### config.mk
export PLATFORM = sky130hd
export DESIGN_NAME = dtx_exec
export DESIGN_NICKNAME = d
export VERILOG_FILES = /design/src/dtx_pkg.sv /design/src/dtx_exec.sv
export VERILOG_INCLUDE_DIRS = /design/src /design/src/src
export SDC_FILE = /design/constraint.sdc
export NUM_CORES = 1
export LEC_CHECK = 0
export BUFFER_PORTS_ARGS = -buffer_cell sky130_fd_sc_hd__buf_2
export CORE_UTILIZATION = 57
export CTS_BUF_LIST = sky130_fd_sc_hd__clkbuf_4 sky130_fd_sc_hd__clkbuf_8 sky130_fd_sc_hd__clkbuf_16
export DETAILED_ROUTE_END_ITERATION = 7
export PLACE_DENSITY = 0.82
export SETUP_SLACK_MARGIN = 0.15
export SYNTH_ARGS = -nofsm -noshare
export SYNTH_HDL_FRONTEND = slang
export SYNTH_SLANG_ARGS = --single-unit
### constraint.sdc
create_clock -name clk_i -period 3.4 [get_ports clk_i]
set_input_delay 0 -clock clk_i [delete_from_list [all_inputs] [get_ports clk_i]]
set_output_delay 0 -clock clk_i [all_outputs]
set_load 0.02 [all_outputs]
### src/dtx_cfg.svh
`ifndef DTX_CFG_SVH
`define DTX_CFG_SVH
// Short direct window and table-call window
`define DTX_SADDR_LO 16'hFE20
`define DTX_SADDR_HI 16'hFF1F
`define DTX_TBL_LO 16'h0040
`define DTX_TBL_HI 16'h007F
// General register numbers
`define DTX_REG_X 3'h0
`define DTX_REG_A 3'h1
`define DTX_REG_L 3'h6
`define DTX_REG_H 3'h7
// Register pair numbers
`define DTX_PAIR0 2'h0
`define DTX_PAIR2 2'h2
`define DTX_PAIR3 2'h3
// Status word layout and reset value
`define DTX_BIT_ZERO 6
`define DTX_BIT_AUX 4
`define DTX_BIT_CARRY 0
`define DTX_STAT_RST 8'h00
// Instruction clocks and lengths
`define DTX_CLK4 4'h4
`define DTX_CLK6 4'h6
`define DTX_CLK8 4'h8
`define DTX_LEN1 2'h1
`define DTX_LEN2 2'h2
`define DTX_LEN3 2'h3
// Schedule points, counted in CPU clocks from acceptance
`define DTX_CNT_FIRST 4'h1
`define DTX_CNT_LO 4'h2
`define DTX_CNT_HI 4'h3
`endif

### src/dtx_pkg.sv
package dtx_pkg;
  typedef enum logic [4:0] {
    OP_MV_R_IMM = 5'b00000, OP_MV_SA_IMM = 5'b00001, OP_MV_SFR_IMM = 5'b00010,
    OP_MV_A_R = 5'b00011, OP_MV_R_A = 5'b00100, OP_MV_A_SA = 5'b00101,
    OP_MV_SA_A = 5'b00110, OP_MV_A_SFR = 5'b00111, OP_MV_SFR_A = 5'b01000,
    OP_MV_A_ABS = 5'b01001, OP_MV_ABS_A = 5'b01010, OP_MV_ST_IMM = 5'b01011,
    OP_MV_A_ST = 5'b01100, OP_MV_ST_A = 5'b01101, OP_MV_A_IND = 5'b01110,
    OP_MV_IND_A = 5'b01111, OP_MV_A_IDX = 5'b10000, OP_MV_IDX_A = 5'b10001,
    OP_BX_X = 5'b10010, OP_BX_R = 5'b10011, OP_BX_SA = 5'b10100,
    OP_BX_SFR = 5'b10101, OP_BX_IND = 5'b10110, OP_BX_IDX = 5'b10111,
    OP_WM_RP_IMM = 5'b11000, OP_WM_P0_SA = 5'b11001, OP_WM_SA_P0 = 5'b11010,
    OP_WM_P0_RP = 5'b11011, OP_WM_RP_P0 = 5'b11100, OP_WX_P0_RP = 5'b11101
  } dtx_op_e;

  typedef enum logic [2:0] {
    FA_KEEP = 3'b000, FA_CLEAR = 3'b001, FA_SET = 3'b010,
    FA_RESULT = 3'b011, FA_RESTORE = 3'b100
  } dtx_flag_act_e;

  typedef enum logic {
    ST_IDLE = 1'b0,
    ST_RUN = 1'b1
  } dtx_state_e;

  typedef struct packed {
    dtx_op_e op;
    logic [2:0] gr;
    logic [1:0] rp;
    logic [15:0] addr;
    logic [15:0] imm;
  } dtx_instr_s;

  typedef struct packed {
    logic req;
    logic we;
    logic sfr;
    logic [15:0] addr;
    logic [7:0] wdata;
  } dtx_bus_s;

  typedef struct packed {
    logic [3:0] clocks;
    logic [1:0] bytes;
  } dtx_cost_s;
endpackage : dtx_pkg

### src/dtx_exec.sv
`timescale 1ns/100ps
`default_nettype none
`include "dtx_cfg.svh"
module dtx_exec import dtx_pkg::*; (
  input wire logic clk_i,
  input wire logic rst_n_i,
  input wire logic cpu_clk_en_i,
  input wire logic instr_valid_i,
  input wire dtx_instr_s instr_i,
  input wire logic [7:0] mem_rdata_i,
  input wire logic [7:0] saved_status_i,
  input wire logic [15:0] pc_i,
  input wire logic [7:0] disp_i,
  input wire logic [15:0] tbl_addr_i,
  output logic busy_o,
  output logic done_o,
  output logic illegal_o,
  output logic [1:0] instr_len_o,
  output dtx_bus_s bus_o,
  output logic [63:0] gpr_o,
  output logic [7:0] status_o,
  output logic [15:0] branch_target_o,
  output logic tbl_ok_o
);
  ////////////////////////////////////////////////////////////////////////////
  dtx_state_e state_r;
  dtx_instr_s ins_r;
  dtx_cost_s cost_acc;
  logic [3:0] cnt_r;
  logic [15:0] addr_r;
  logic [15:0] addr_acc;
  logic [7:0] dlo_r;
  logic [7:0] dhi_r;
  logic [7:0][7:0] gpr_r;
  logic [7:0] wen;
  logic [7:0][7:0] wval;
  logic [7:0] stat_r;
  logic [7:0] stat_nxt;
  logic accept;
  logic finish;
  logic legal_acc;
  dtx_flag_act_e fact;

  // Pair p is {register 2p+1, register 2p}; the high byte is the odd register
  function automatic logic [15:0] pair_of(input logic [7:0][7:0] g, input logic [1:0] p);
    pair_of = {g[{p, 1'b1}], g[{p, 1'b0}]};
  endfunction : pair_of

  function automatic logic in_saddr(input logic [15:0] a);
    in_saddr = (a >= `DTX_SADDR_LO) && (a <= `DTX_SADDR_HI);
  endfunction : in_saddr

  // Cost per operation, in CPU clocks and encoding bytes
  function automatic dtx_cost_s cost_of(input dtx_op_e op);
    case (op)
      OP_MV_R_IMM, OP_MV_SA_IMM, OP_MV_SFR_IMM, OP_MV_ST_IMM,
      OP_WM_RP_IMM: cost_of = '{`DTX_CLK6, `DTX_LEN3};
      OP_MV_A_R, OP_MV_R_A, OP_MV_A_SA, OP_MV_SA_A, OP_MV_A_SFR, OP_MV_SFR_A,
      OP_MV_A_ST, OP_MV_ST_A: cost_of = '{`DTX_CLK4, `DTX_LEN2};
      OP_MV_A_ABS, OP_MV_ABS_A: cost_of = '{`DTX_CLK8, `DTX_LEN3};
      OP_MV_A_IND, OP_MV_IND_A: cost_of = '{`DTX_CLK6, `DTX_LEN1};
      OP_MV_A_IDX, OP_MV_IDX_A: cost_of = '{`DTX_CLK6, `DTX_LEN2};
      OP_BX_X: cost_of = '{`DTX_CLK4, `DTX_LEN1};
      OP_BX_R, OP_BX_SA, OP_BX_SFR: cost_of = '{`DTX_CLK6, `DTX_LEN2};
      OP_BX_IND: cost_of = '{`DTX_CLK8, `DTX_LEN1};
      OP_BX_IDX: cost_of = '{`DTX_CLK8, `DTX_LEN2};
      OP_WM_P0_SA: cost_of = '{`DTX_CLK6, `DTX_LEN2};
      OP_WM_SA_P0: cost_of = '{`DTX_CLK8, `DTX_LEN2};
      OP_WM_P0_RP, OP_WM_RP_P0: cost_of = '{`DTX_CLK4, `DTX_LEN1};
      OP_WX_P0_RP: cost_of = '{`DTX_CLK8, `DTX_LEN1};
      default: cost_of = '{`DTX_CLK4, `DTX_LEN1};
    endcase
  endfunction : cost_of

  // Operand legality; absolute byte forms take any 16-bit address
  function automatic logic legal_of(input dtx_instr_s i);
    case (i.op)
      OP_MV_SA_IMM, OP_MV_A_SA, OP_MV_SA_A, OP_BX_SA: legal_of = in_saddr(i.addr);
      OP_WM_P0_SA, OP_WM_SA_P0: legal_of = in_saddr(i.addr) && !i.addr[0];
      OP_MV_A_R, OP_MV_R_A: legal_of = (i.gr != `DTX_REG_A);
      OP_BX_R: legal_of = (i.gr != `DTX_REG_A) && (i.gr != `DTX_REG_X);
      OP_MV_A_IND, OP_MV_IND_A, OP_BX_IND: legal_of = (i.rp == `DTX_PAIR2) || (i.rp == `DTX_PAIR3);
      OP_WM_P0_RP, OP_WM_RP_P0, OP_WX_P0_RP: legal_of = (i.rp != `DTX_PAIR0);
      default: legal_of = 1'b1;
    endcase
  endfunction : legal_of

  // One flag under one of the five handling kinds
  function automatic logic flag_apply(input dtx_flag_act_e a, input logic cur, input logic res,
                                      input logic sav);
    case (a)
      FA_CLEAR: flag_apply = 1'b0;
      FA_SET: flag_apply = 1'b1;
      FA_RESULT: flag_apply = res;
      FA_RESTORE: flag_apply = sav;
      default: flag_apply = cur;
    endcase
  endfunction : flag_apply

  ////////////////////////////////////////////////////////////////////////////
  // Acceptance and operand address; indexed form adds the offset to pair 3
  always_comb begin
    cost_acc = cost_of(instr_i.op);
    legal_acc = legal_of(instr_i);
    case (instr_i.op)
      OP_MV_A_IND, OP_MV_IND_A, OP_BX_IND: addr_acc = pair_of(gpr_r, instr_i.rp);
      OP_MV_A_IDX, OP_MV_IDX_A, OP_BX_IDX: addr_acc = pair_of(gpr_r, `DTX_PAIR3) + {8'h00, instr_i.imm[7:0]};
      default: addr_acc = instr_i.addr;
    endcase
  end

  assign accept = cpu_clk_en_i && instr_valid_i && (state_r == ST_IDLE) && legal_acc;
  // Counting only on the enable makes every count a CPU clock, not a system clock
  assign finish = cpu_clk_en_i && (state_r == ST_RUN) && (cnt_r == ins_cost_last());

  // Member select on a call result is not taken everywhere, so go through a local
  function automatic logic [3:0] ins_cost_last();
    dtx_cost_s c;
    c = cost_of(ins_r.op);
    ins_cost_last = c.clocks - `DTX_CNT_FIRST;
  endfunction : ins_cost_last

  ////////////////////////////////////////////////////////////////////////////
  // Sequencer: accept edge is clock 1, finish edge is the last clock
  always_ff @(posedge clk_i) begin
    if (!rst_n_i) begin
      state_r <= ST_IDLE;
      cnt_r <= 4'h0;
      ins_r <= '0;
      addr_r <= 16'h0000;
      instr_len_o <= 2'h0;
    end else if (accept) begin
      state_r <= ST_RUN;
      cnt_r <= `DTX_CNT_FIRST;
      ins_r <= instr_i;
      addr_r <= addr_acc;
      instr_len_o <= cost_acc.bytes;
    end else if (finish) begin
      state_r <= ST_IDLE;
    end else if (cpu_clk_en_i && (state_r == ST_RUN)) begin
      cnt_r <= cnt_r + 4'h1;
    end
  end

  // Done and refusal pulses last one system clock; busy_o stays high from accept to finish
  always_ff @(posedge clk_i) begin
    if (!rst_n_i) begin
      busy_o <= 1'b0;
      done_o <= 1'b0;
      illegal_o <= 1'b0;
    end else begin
      busy_o <= accept || (busy_o && !finish);
      done_o <= finish;
      illegal_o <= cpu_clk_en_i && instr_valid_i && (state_r == ST_IDLE) && !legal_acc;
    end
  end

  ////////////////////////////////////////////////////////////////////////////
  // Memory and SFR bus; a request stands one CPU clock and data is captured
  // on the second enable after it is raised, so memory has two CPU clocks to answer
  always_ff @(posedge clk_i) begin
    if (!rst_n_i) begin
      bus_o <= '0;
    end else if (accept) begin
      bus_o <= '0;
      case (instr_i.op)
        OP_MV_A_SA, OP_MV_A_SFR, OP_MV_A_ABS, OP_MV_A_IND, OP_MV_A_IDX, OP_BX_SA, OP_BX_SFR,
        OP_BX_IND, OP_BX_IDX, OP_WM_P0_SA: bus_o <= '{1'b1, 1'b0, instr_i.op inside {OP_MV_A_SFR, OP_BX_SFR},
                                                       addr_acc, 8'h00};
        default: bus_o <= '0;
      endcase
    end else if (finish) begin
      bus_o <= '0;
    end else if (cpu_clk_en_i && (state_r == ST_RUN)) begin
      bus_o <= '0;
      case (ins_r.op)
        OP_WM_P0_SA: if (cnt_r == `DTX_CNT_FIRST) bus_o <= '{1'b1, 1'b0, 1'b0, addr_r | 16'h0001, 8'h00};
        OP_WM_SA_P0: begin
          if (cnt_r == ins_cost_last() - 4'h2) bus_o <= '{1'b1, 1'b1, 1'b0, addr_r, gpr_r[`DTX_REG_X]};
          if (cnt_r == ins_cost_last() - 4'h1) bus_o <= '{1'b1, 1'b1, 1'b0, addr_r | 16'h0001,
                                                           gpr_r[`DTX_REG_A]};
        end
        OP_MV_SA_IMM, OP_MV_SFR_IMM: if (cnt_r == ins_cost_last() - 4'h1)
          bus_o <= '{1'b1, 1'b1, ins_r.op == OP_MV_SFR_IMM, addr_r, ins_r.imm[7:0]};
        OP_MV_SA_A, OP_MV_SFR_A, OP_MV_ABS_A, OP_MV_IND_A, OP_MV_IDX_A, OP_BX_SA, OP_BX_SFR, OP_BX_IND,
        OP_BX_IDX: if (cnt_r == ins_cost_last() - 4'h1)
          bus_o <= '{1'b1, 1'b1, ins_r.op inside {OP_MV_SFR_A, OP_BX_SFR}, addr_r, gpr_r[`DTX_REG_A]};
        default: bus_o <= '0;
      endcase
    end
  end

  // Read data capture
  always_ff @(posedge clk_i) begin
    if (!rst_n_i) begin
      dlo_r <= 8'h00;
      dhi_r <= 8'h00;
    end else if (cpu_clk_en_i && (state_r == ST_RUN)) begin
      if (cnt_r == `DTX_CNT_LO) dlo_r <= mem_rdata_i;
      if (cnt_r == `DTX_CNT_HI) dhi_r <= mem_rdata_i;
    end
  end

  ////////////////////////////////////////////////////////////////////////////
  // Register write-back at the finish edge
  always_comb begin
    wen = 8'h00;
    wval = '0;
    case (ins_r.op)
      OP_MV_R_IMM: begin wen[ins_r.gr] = 1'b1; wval[ins_r.gr] = ins_r.imm[7:0]; end
      OP_MV_A_R: begin wen[`DTX_REG_A] = 1'b1; wval[`DTX_REG_A] = gpr_r[ins_r.gr]; end
      OP_MV_R_A: begin wen[ins_r.gr] = 1'b1; wval[ins_r.gr] = gpr_r[`DTX_REG_A]; end
      OP_MV_A_SA, OP_MV_A_SFR, OP_MV_A_ABS, OP_MV_A_IND, OP_MV_A_IDX, OP_BX_SA, OP_BX_SFR, OP_BX_IND,
      OP_BX_IDX: begin wen[`DTX_REG_A] = 1'b1; wval[`DTX_REG_A] = dlo_r; end
      OP_MV_A_ST: begin wen[`DTX_REG_A] = 1'b1; wval[`DTX_REG_A] = stat_r; end
      OP_BX_X, OP_BX_R: begin
        wen[`DTX_REG_A] = 1'b1;
        wval[`DTX_REG_A] = (ins_r.op == OP_BX_X) ? gpr_r[`DTX_REG_X] : gpr_r[ins_r.gr];
        wen[(ins_r.op == OP_BX_X) ? `DTX_REG_X : ins_r.gr] = 1'b1;
        wval[(ins_r.op == OP_BX_X) ? `DTX_REG_X : ins_r.gr] = gpr_r[`DTX_REG_A];
      end
      OP_WM_P0_SA: begin wen[1:0] = 2'b11; wval[1:0] = {dhi_r, dlo_r}; end
      OP_WM_RP_IMM, OP_WM_RP_P0: begin
        wen[{ins_r.rp, 1'b1}] = 1'b1;
        wen[{ins_r.rp, 1'b0}] = 1'b1;
        {wval[{ins_r.rp, 1'b1}], wval[{ins_r.rp, 1'b0}]} =
          (ins_r.op == OP_WM_RP_IMM) ? ins_r.imm : pair_of(gpr_r, `DTX_PAIR0);
      end
      OP_WM_P0_RP, OP_WX_P0_RP: begin
        wen[1:0] = 2'b11;
        wval[1:0] = pair_of(gpr_r, ins_r.rp);
        if (ins_r.op == OP_WX_P0_RP) begin
          wen[{ins_r.rp, 1'b1}] = 1'b1;
          wen[{ins_r.rp, 1'b0}] = 1'b1;
          {wval[{ins_r.rp, 1'b1}], wval[{ins_r.rp, 1'b0}]} = pair_of(gpr_r, `DTX_PAIR0);
        end
      end
      default: wen = 8'h00;
    endcase
  end

  // One flip-flop bank per general register
  for (genvar g = 0; g < 8; g++) begin : g_gpr
    always_ff @(posedge clk_i) begin
      if (!rst_n_i) gpr_r[g] <= 8'h00;
      else if (finish && wen[g]) gpr_r[g] <= wval[g];
    end
  end
  assign gpr_o = gpr_r;

  ////////////////////////////////////////////////////////////////////////////
  // Status word: only the three flag bits follow a write, the rest is kept
  always_comb begin
    fact = (ins_r.op inside {OP_MV_ST_IMM, OP_MV_ST_A}) ? FA_RESULT : FA_KEEP;
    stat_nxt = stat_r;
    for (int b = 0; b < 8; b++) begin
      if (b == `DTX_BIT_ZERO || b == `DTX_BIT_AUX || b == `DTX_BIT_CARRY)
        stat_nxt[b] = flag_apply(fact, stat_r[b],
                                 (ins_r.op == OP_MV_ST_IMM) ? ins_r.imm[b] : gpr_r[`DTX_REG_A][b],
                                 saved_status_i[b]);
    end
  end

  always_ff @(posedge clk_i) begin
    if (!rst_n_i) stat_r <= `DTX_STAT_RST;
    else if (finish) stat_r <= stat_nxt;
  end
  assign status_o = stat_r;

  ////////////////////////////////////////////////////////////////////////////
  // Operand helpers: relative target and table-call check, registered each clock
  always_ff @(posedge clk_i) begin
    if (!rst_n_i) begin
      branch_target_o <= 16'h0000;
      tbl_ok_o <= 1'b0;
    end else begin
      branch_target_o <= pc_i + {{8{disp_i[7]}}, disp_i};
      tbl_ok_o <= (tbl_addr_i >= `DTX_TBL_LO) && (tbl_addr_i <= `DTX_TBL_HI) && !tbl_addr_i[0];
    end
  end
endmodule : dtx_exec
`default_nettype wire

==> impl_metrics.json <==
{
  "run_status": "finished clean",
  "avgViaCountPerCell": 6.95,
  "grt.total_usage": 0.431,
  "cts_htree_levels": 4,
  "layout_commonest_cell": "sky130_fd_sc_hd__buf_2",
  "drtIter0Drc": 2042,
  "synth_enable_flop_cells": 0,
  "post-dp-hpwl_um": 32600,
  "wl_um": 47100,
  "min_period_ns": 3.13,
  "coreArea_sq_mm": 0.0205,
  "finalClockSkew_ns": 0.0118,
  "avgSynthCellArea_sq_um": 8.52,
  "ff2ff_setup_slack_ns": 0.38,
  "port-buffer-count": 204,
  "power.static_leakage_uw": 0.00638,
  "floorplan.io_pins": 223,
  "timing.max_cap.violations": 0,
  "vias_in_the_first_global_route": 12300,
  "finalWorstSetupSlack_ns": 0.269,
  "worstSetupEndpointType": "flop",
  "design.final.nets": 1760,
  "final_min_period_over_clock_period": 0.921,
  "post_synthesis_register_bit_count": 182,
  "worstHoldPathType": "in2reg",
  "rsz0062_at_grt": "yes",
  "cts.reportedPaths.clkPinSlew_ns": 0.08,
  "gp_routability_congestion": 1.01,
  "power-per-cell-area_mw_per_mm2": 364,
  "die_x_um": 147,
  "numPlacedInstances": 1826,
  "setup-tns-final_ns": 0,
  "clk_path_buf_depth": 2,
  "maximum_number_of_pins_on_one_net_before_global_route_repair": 91,
  "worstMarginPinSlew_ns": 0.959,
  "clock_tree.root_cell": "sky130_fd_sc_hd__clkbuf_16",
  "setup_viol_count_final": 0,
  "fillerInstances": 1644,
  "ys_flop_type": "sky130_fd_sc_hd__dfxtp_1",
  "yosys.cell_types.count": 84,
  "slew_violations": 0,
  "remaining_drc_errors": 0,
  "hold_fails_final_rpt": 0,
  "seqCellArea_sq_mm": 0.00364,
  "crit_path_max_fanout": 7,
  "crit_required_ns": 3.73,
  "post-synth-top-area-fraction": 0.303,
  "layout.core_utilization": 0.701,
  "die_h_um": 147,
  "grt_overflow_total": 0,
  "rows": 52,
  "slew_headroom": 0.354,
  "cts_post_setup_buffers_inserted": 0,
  "synthesis.yosys.warnings": 0,
  "dpl-instance-area_sq_mm": 0.0133,
  "stdcell_count": 1903,
  "achievable-frequency_mhz": 319,
  "setup.worst_path.class": "in2reg",
  "antenna_violations_before_repair": 0,
  "first_pass_grt_wire_length_um": 71600,
  "critical_path_arrival_ns": 3.46,
  "asyncSetResetFlopFracSynth": 0,
  "synth_area_leader_cell": "sky130_fd_sc_hd__dfxtp_1",
  "num_antenna_cells": 0,
  "dp_worst_setup_slack_ns": 0.354,
  "final_area_sq_mm": 0.0144,
  "cts_tree": "yes",
  "vdd.ir_drop.worst_uv": 342,
  "share_of_post_route_cells_with_drive_strength_above_1": 0.225,
  "wl_per_cell_um": 24.7,
  "initial_utilization": 0.587,
  "postSynthCellCount": 1413,
  "antenna_violating_nets_post_route": 0,
  "route.vias.total": 13200,
  "multi_input_area_sq_mm": 0.00775,
  "dieArea_sq_mm": 0.0217,
  "most-common-layout-cells": "sky130_fd_sc_hd__buf_2, sky130_fd_sc_hd__dfxtp_1, sky130_fd_sc_hd__nand2_1, sky130_fd_sc_hd__nor2_1, sky130_fd_sc_hd__a21oi_1",
  "synth.area.top_cells": "sky130_fd_sc_hd__dfxtp_1, sky130_fd_sc_hd__mux4_2, sky130_fd_sc_hd__nand2_1",
  "layout-area-overhead-vs-synth_pct": 19.3,
  "synth_sequential_area_ratio": 0.303,
  "tritoncts_buffer_count": 17,
  "firstDrtPassIters": 7,
  "worst_setup_path_start_kind": "primary input",
  "post_synth_instance_area_sq_mm": 0.0120,
  "worst_skew_pair.late_latency_ns": 0.44,
  "cts.sinks": 182
}
-- per-layer routing --
metal | vias to the layer above | track usage | wire length (um)
li1 | 5776 | - | -
met1 | 6173 | 0.554 | 17000
met2 | 1058 | 0.642 | 20600
met3 | 220 | 0.109 | 6130
met4 | 0 | 0.282 | 3330
met5 | - | 0 | 0
-- where the power goes --
part	switching, uW	internal (uW)
sequential	82.8	2200
combinational	612	377
clock	960	998
total	1650	3580
-- timing repair --
item | 4_1_cts | 5_1_grt
hold endpoints to repair | 50 | 0
hold buffers | 45 | 0
setup endpoints to repair | 0 | 12
resized for setup | 0 | 5
-- cells by family (layout without fill, tap and decap cells) --
family | after synthesis | after routing | synth area share
DFF | 182 | 182 | 0.303
other | 1 | 5 | 0.000311
adders and majority gates | 38 | 38 | 0.0407
muxes | 95 | 95 | 0.114
xor gates and xnor gates | 32 | 32 | 0.0239
buffers and inverters | 162 | 378 | 0.0569
and+or+nand+nor | 436 | 436 | 0.167
AOI/OAI and AO/OA | 467 | 467 | 0.294
-- critical path: stages --
cell	delay (ns)
sky130_fd_sc_hd__dlygate4sd3_1	0.54
sky130_fd_sc_hd__buf_2	0.17
sky130_fd_sc_hd__inv_1	0.13
sky130_fd_sc_hd__ha_1	0.32
sky130_fd_sc_hd__nand3b_1	0.14
sky130_fd_sc_hd__a21oi_1	0.27
sky130_fd_sc_hd__nor3_2	0.09
sky130_fd_sc_hd__a2111oi_4	0.42
sky130_fd_sc_hd__nand2b_4	0.23
sky130_fd_sc_hd__mux2i_2	0.25
sky130_fd_sc_hd__and2_1	0.21
sky130_fd_sc_hd__ha_1	0.24
sky130_fd_sc_hd__inv_1	0.05
sky130_fd_sc_hd__a31oi_1	0.09
sky130_fd_sc_hd__a221o_1	0.29
-- metrics by stage --
stage,hold WS [ns],total power (uW)
global route,0.00954,5400
detailed placement,0.251,3230
finish,0.00156,5230
global placement,0.246,3210
CTS,0.000120,5190
floorplan,0.136,2940
-- path summary, 6_finish.rpt --
| check | endpoint | cells after the start | start |
|---|---|---|---|
| max | flop | 15 | instr_i[37] |
| max reg2reg | gpr_o[10] | 6 | ins_r[41] |
| min | addr_r[3] | 4 | instr_i[19] |
| min reg2reg | bus_o[13] | 1 | addr_r[5] |
-- flip-flops by register name (all words and copies together), names as in the netlist, 4 cells and up, named ones only --
name             flops
cnt_r                4
bus_o               27
dhi_r                8
addr_r              16
dlo_r                8
gpr_o               64
branch_target_o     16
ins_r               26
-- cells in the mapped netlist (14+ instances only) --
master and instances:
sky130_fd_sc_hd__nor2_1 142, sky130_fd_sc_hd__mux2i_1 53, sky130_fd_sc_hd__o22ai_1 20, sky130_fd_sc_hd__mux4_2 32, sky130_fd_sc_hd__a221oi_1 16, sky130_fd_sc_hd__buf_1 14, sky130_fd_sc_hd__nor3_1 30, sky130_fd_sc_hd__nand3_1 15
sky130_fd_sc_hd__a21oi_1 69, sky130_fd_sc_hd__nand2_1 146, sky130_fd_sc_hd__nor2b_1 18, sky130_fd_sc_hd__a22oi_1 49, sky130_fd_sc_hd__buf_2 14, sky130_fd_sc_hd__inv_1 41, sky130_fd_sc_hd__nand2b_1 18, sky130_fd_sc_hd__o21ai_0 60
sky130_fd_sc_hd__o221ai_1 60, sky130_fd_sc_hd__buf_4 14, sky130_fd_sc_hd__dfxtp_1 182, sky130_fd_sc_hd__ha_1 36, sky130_fd_sc_hd__xnor2_1 20, sky130_fd_sc_hd__clkbuf_1 78, sky130_fd_sc_hd__a211oi_1 26, sky130_fd_sc_hd__o211a_1 43
-- cell type report --
cell class,count,area share
tap,270,0.0235
clock inverter,13,0.00801
clock buffer,19,0.0315
inverter,41,0.0108
sequential,182,0.254
timing repair buffer,305,0.133
multi-input combinational,1073,0.540
No activity file was read; power rests on OpenSTA's default activity.
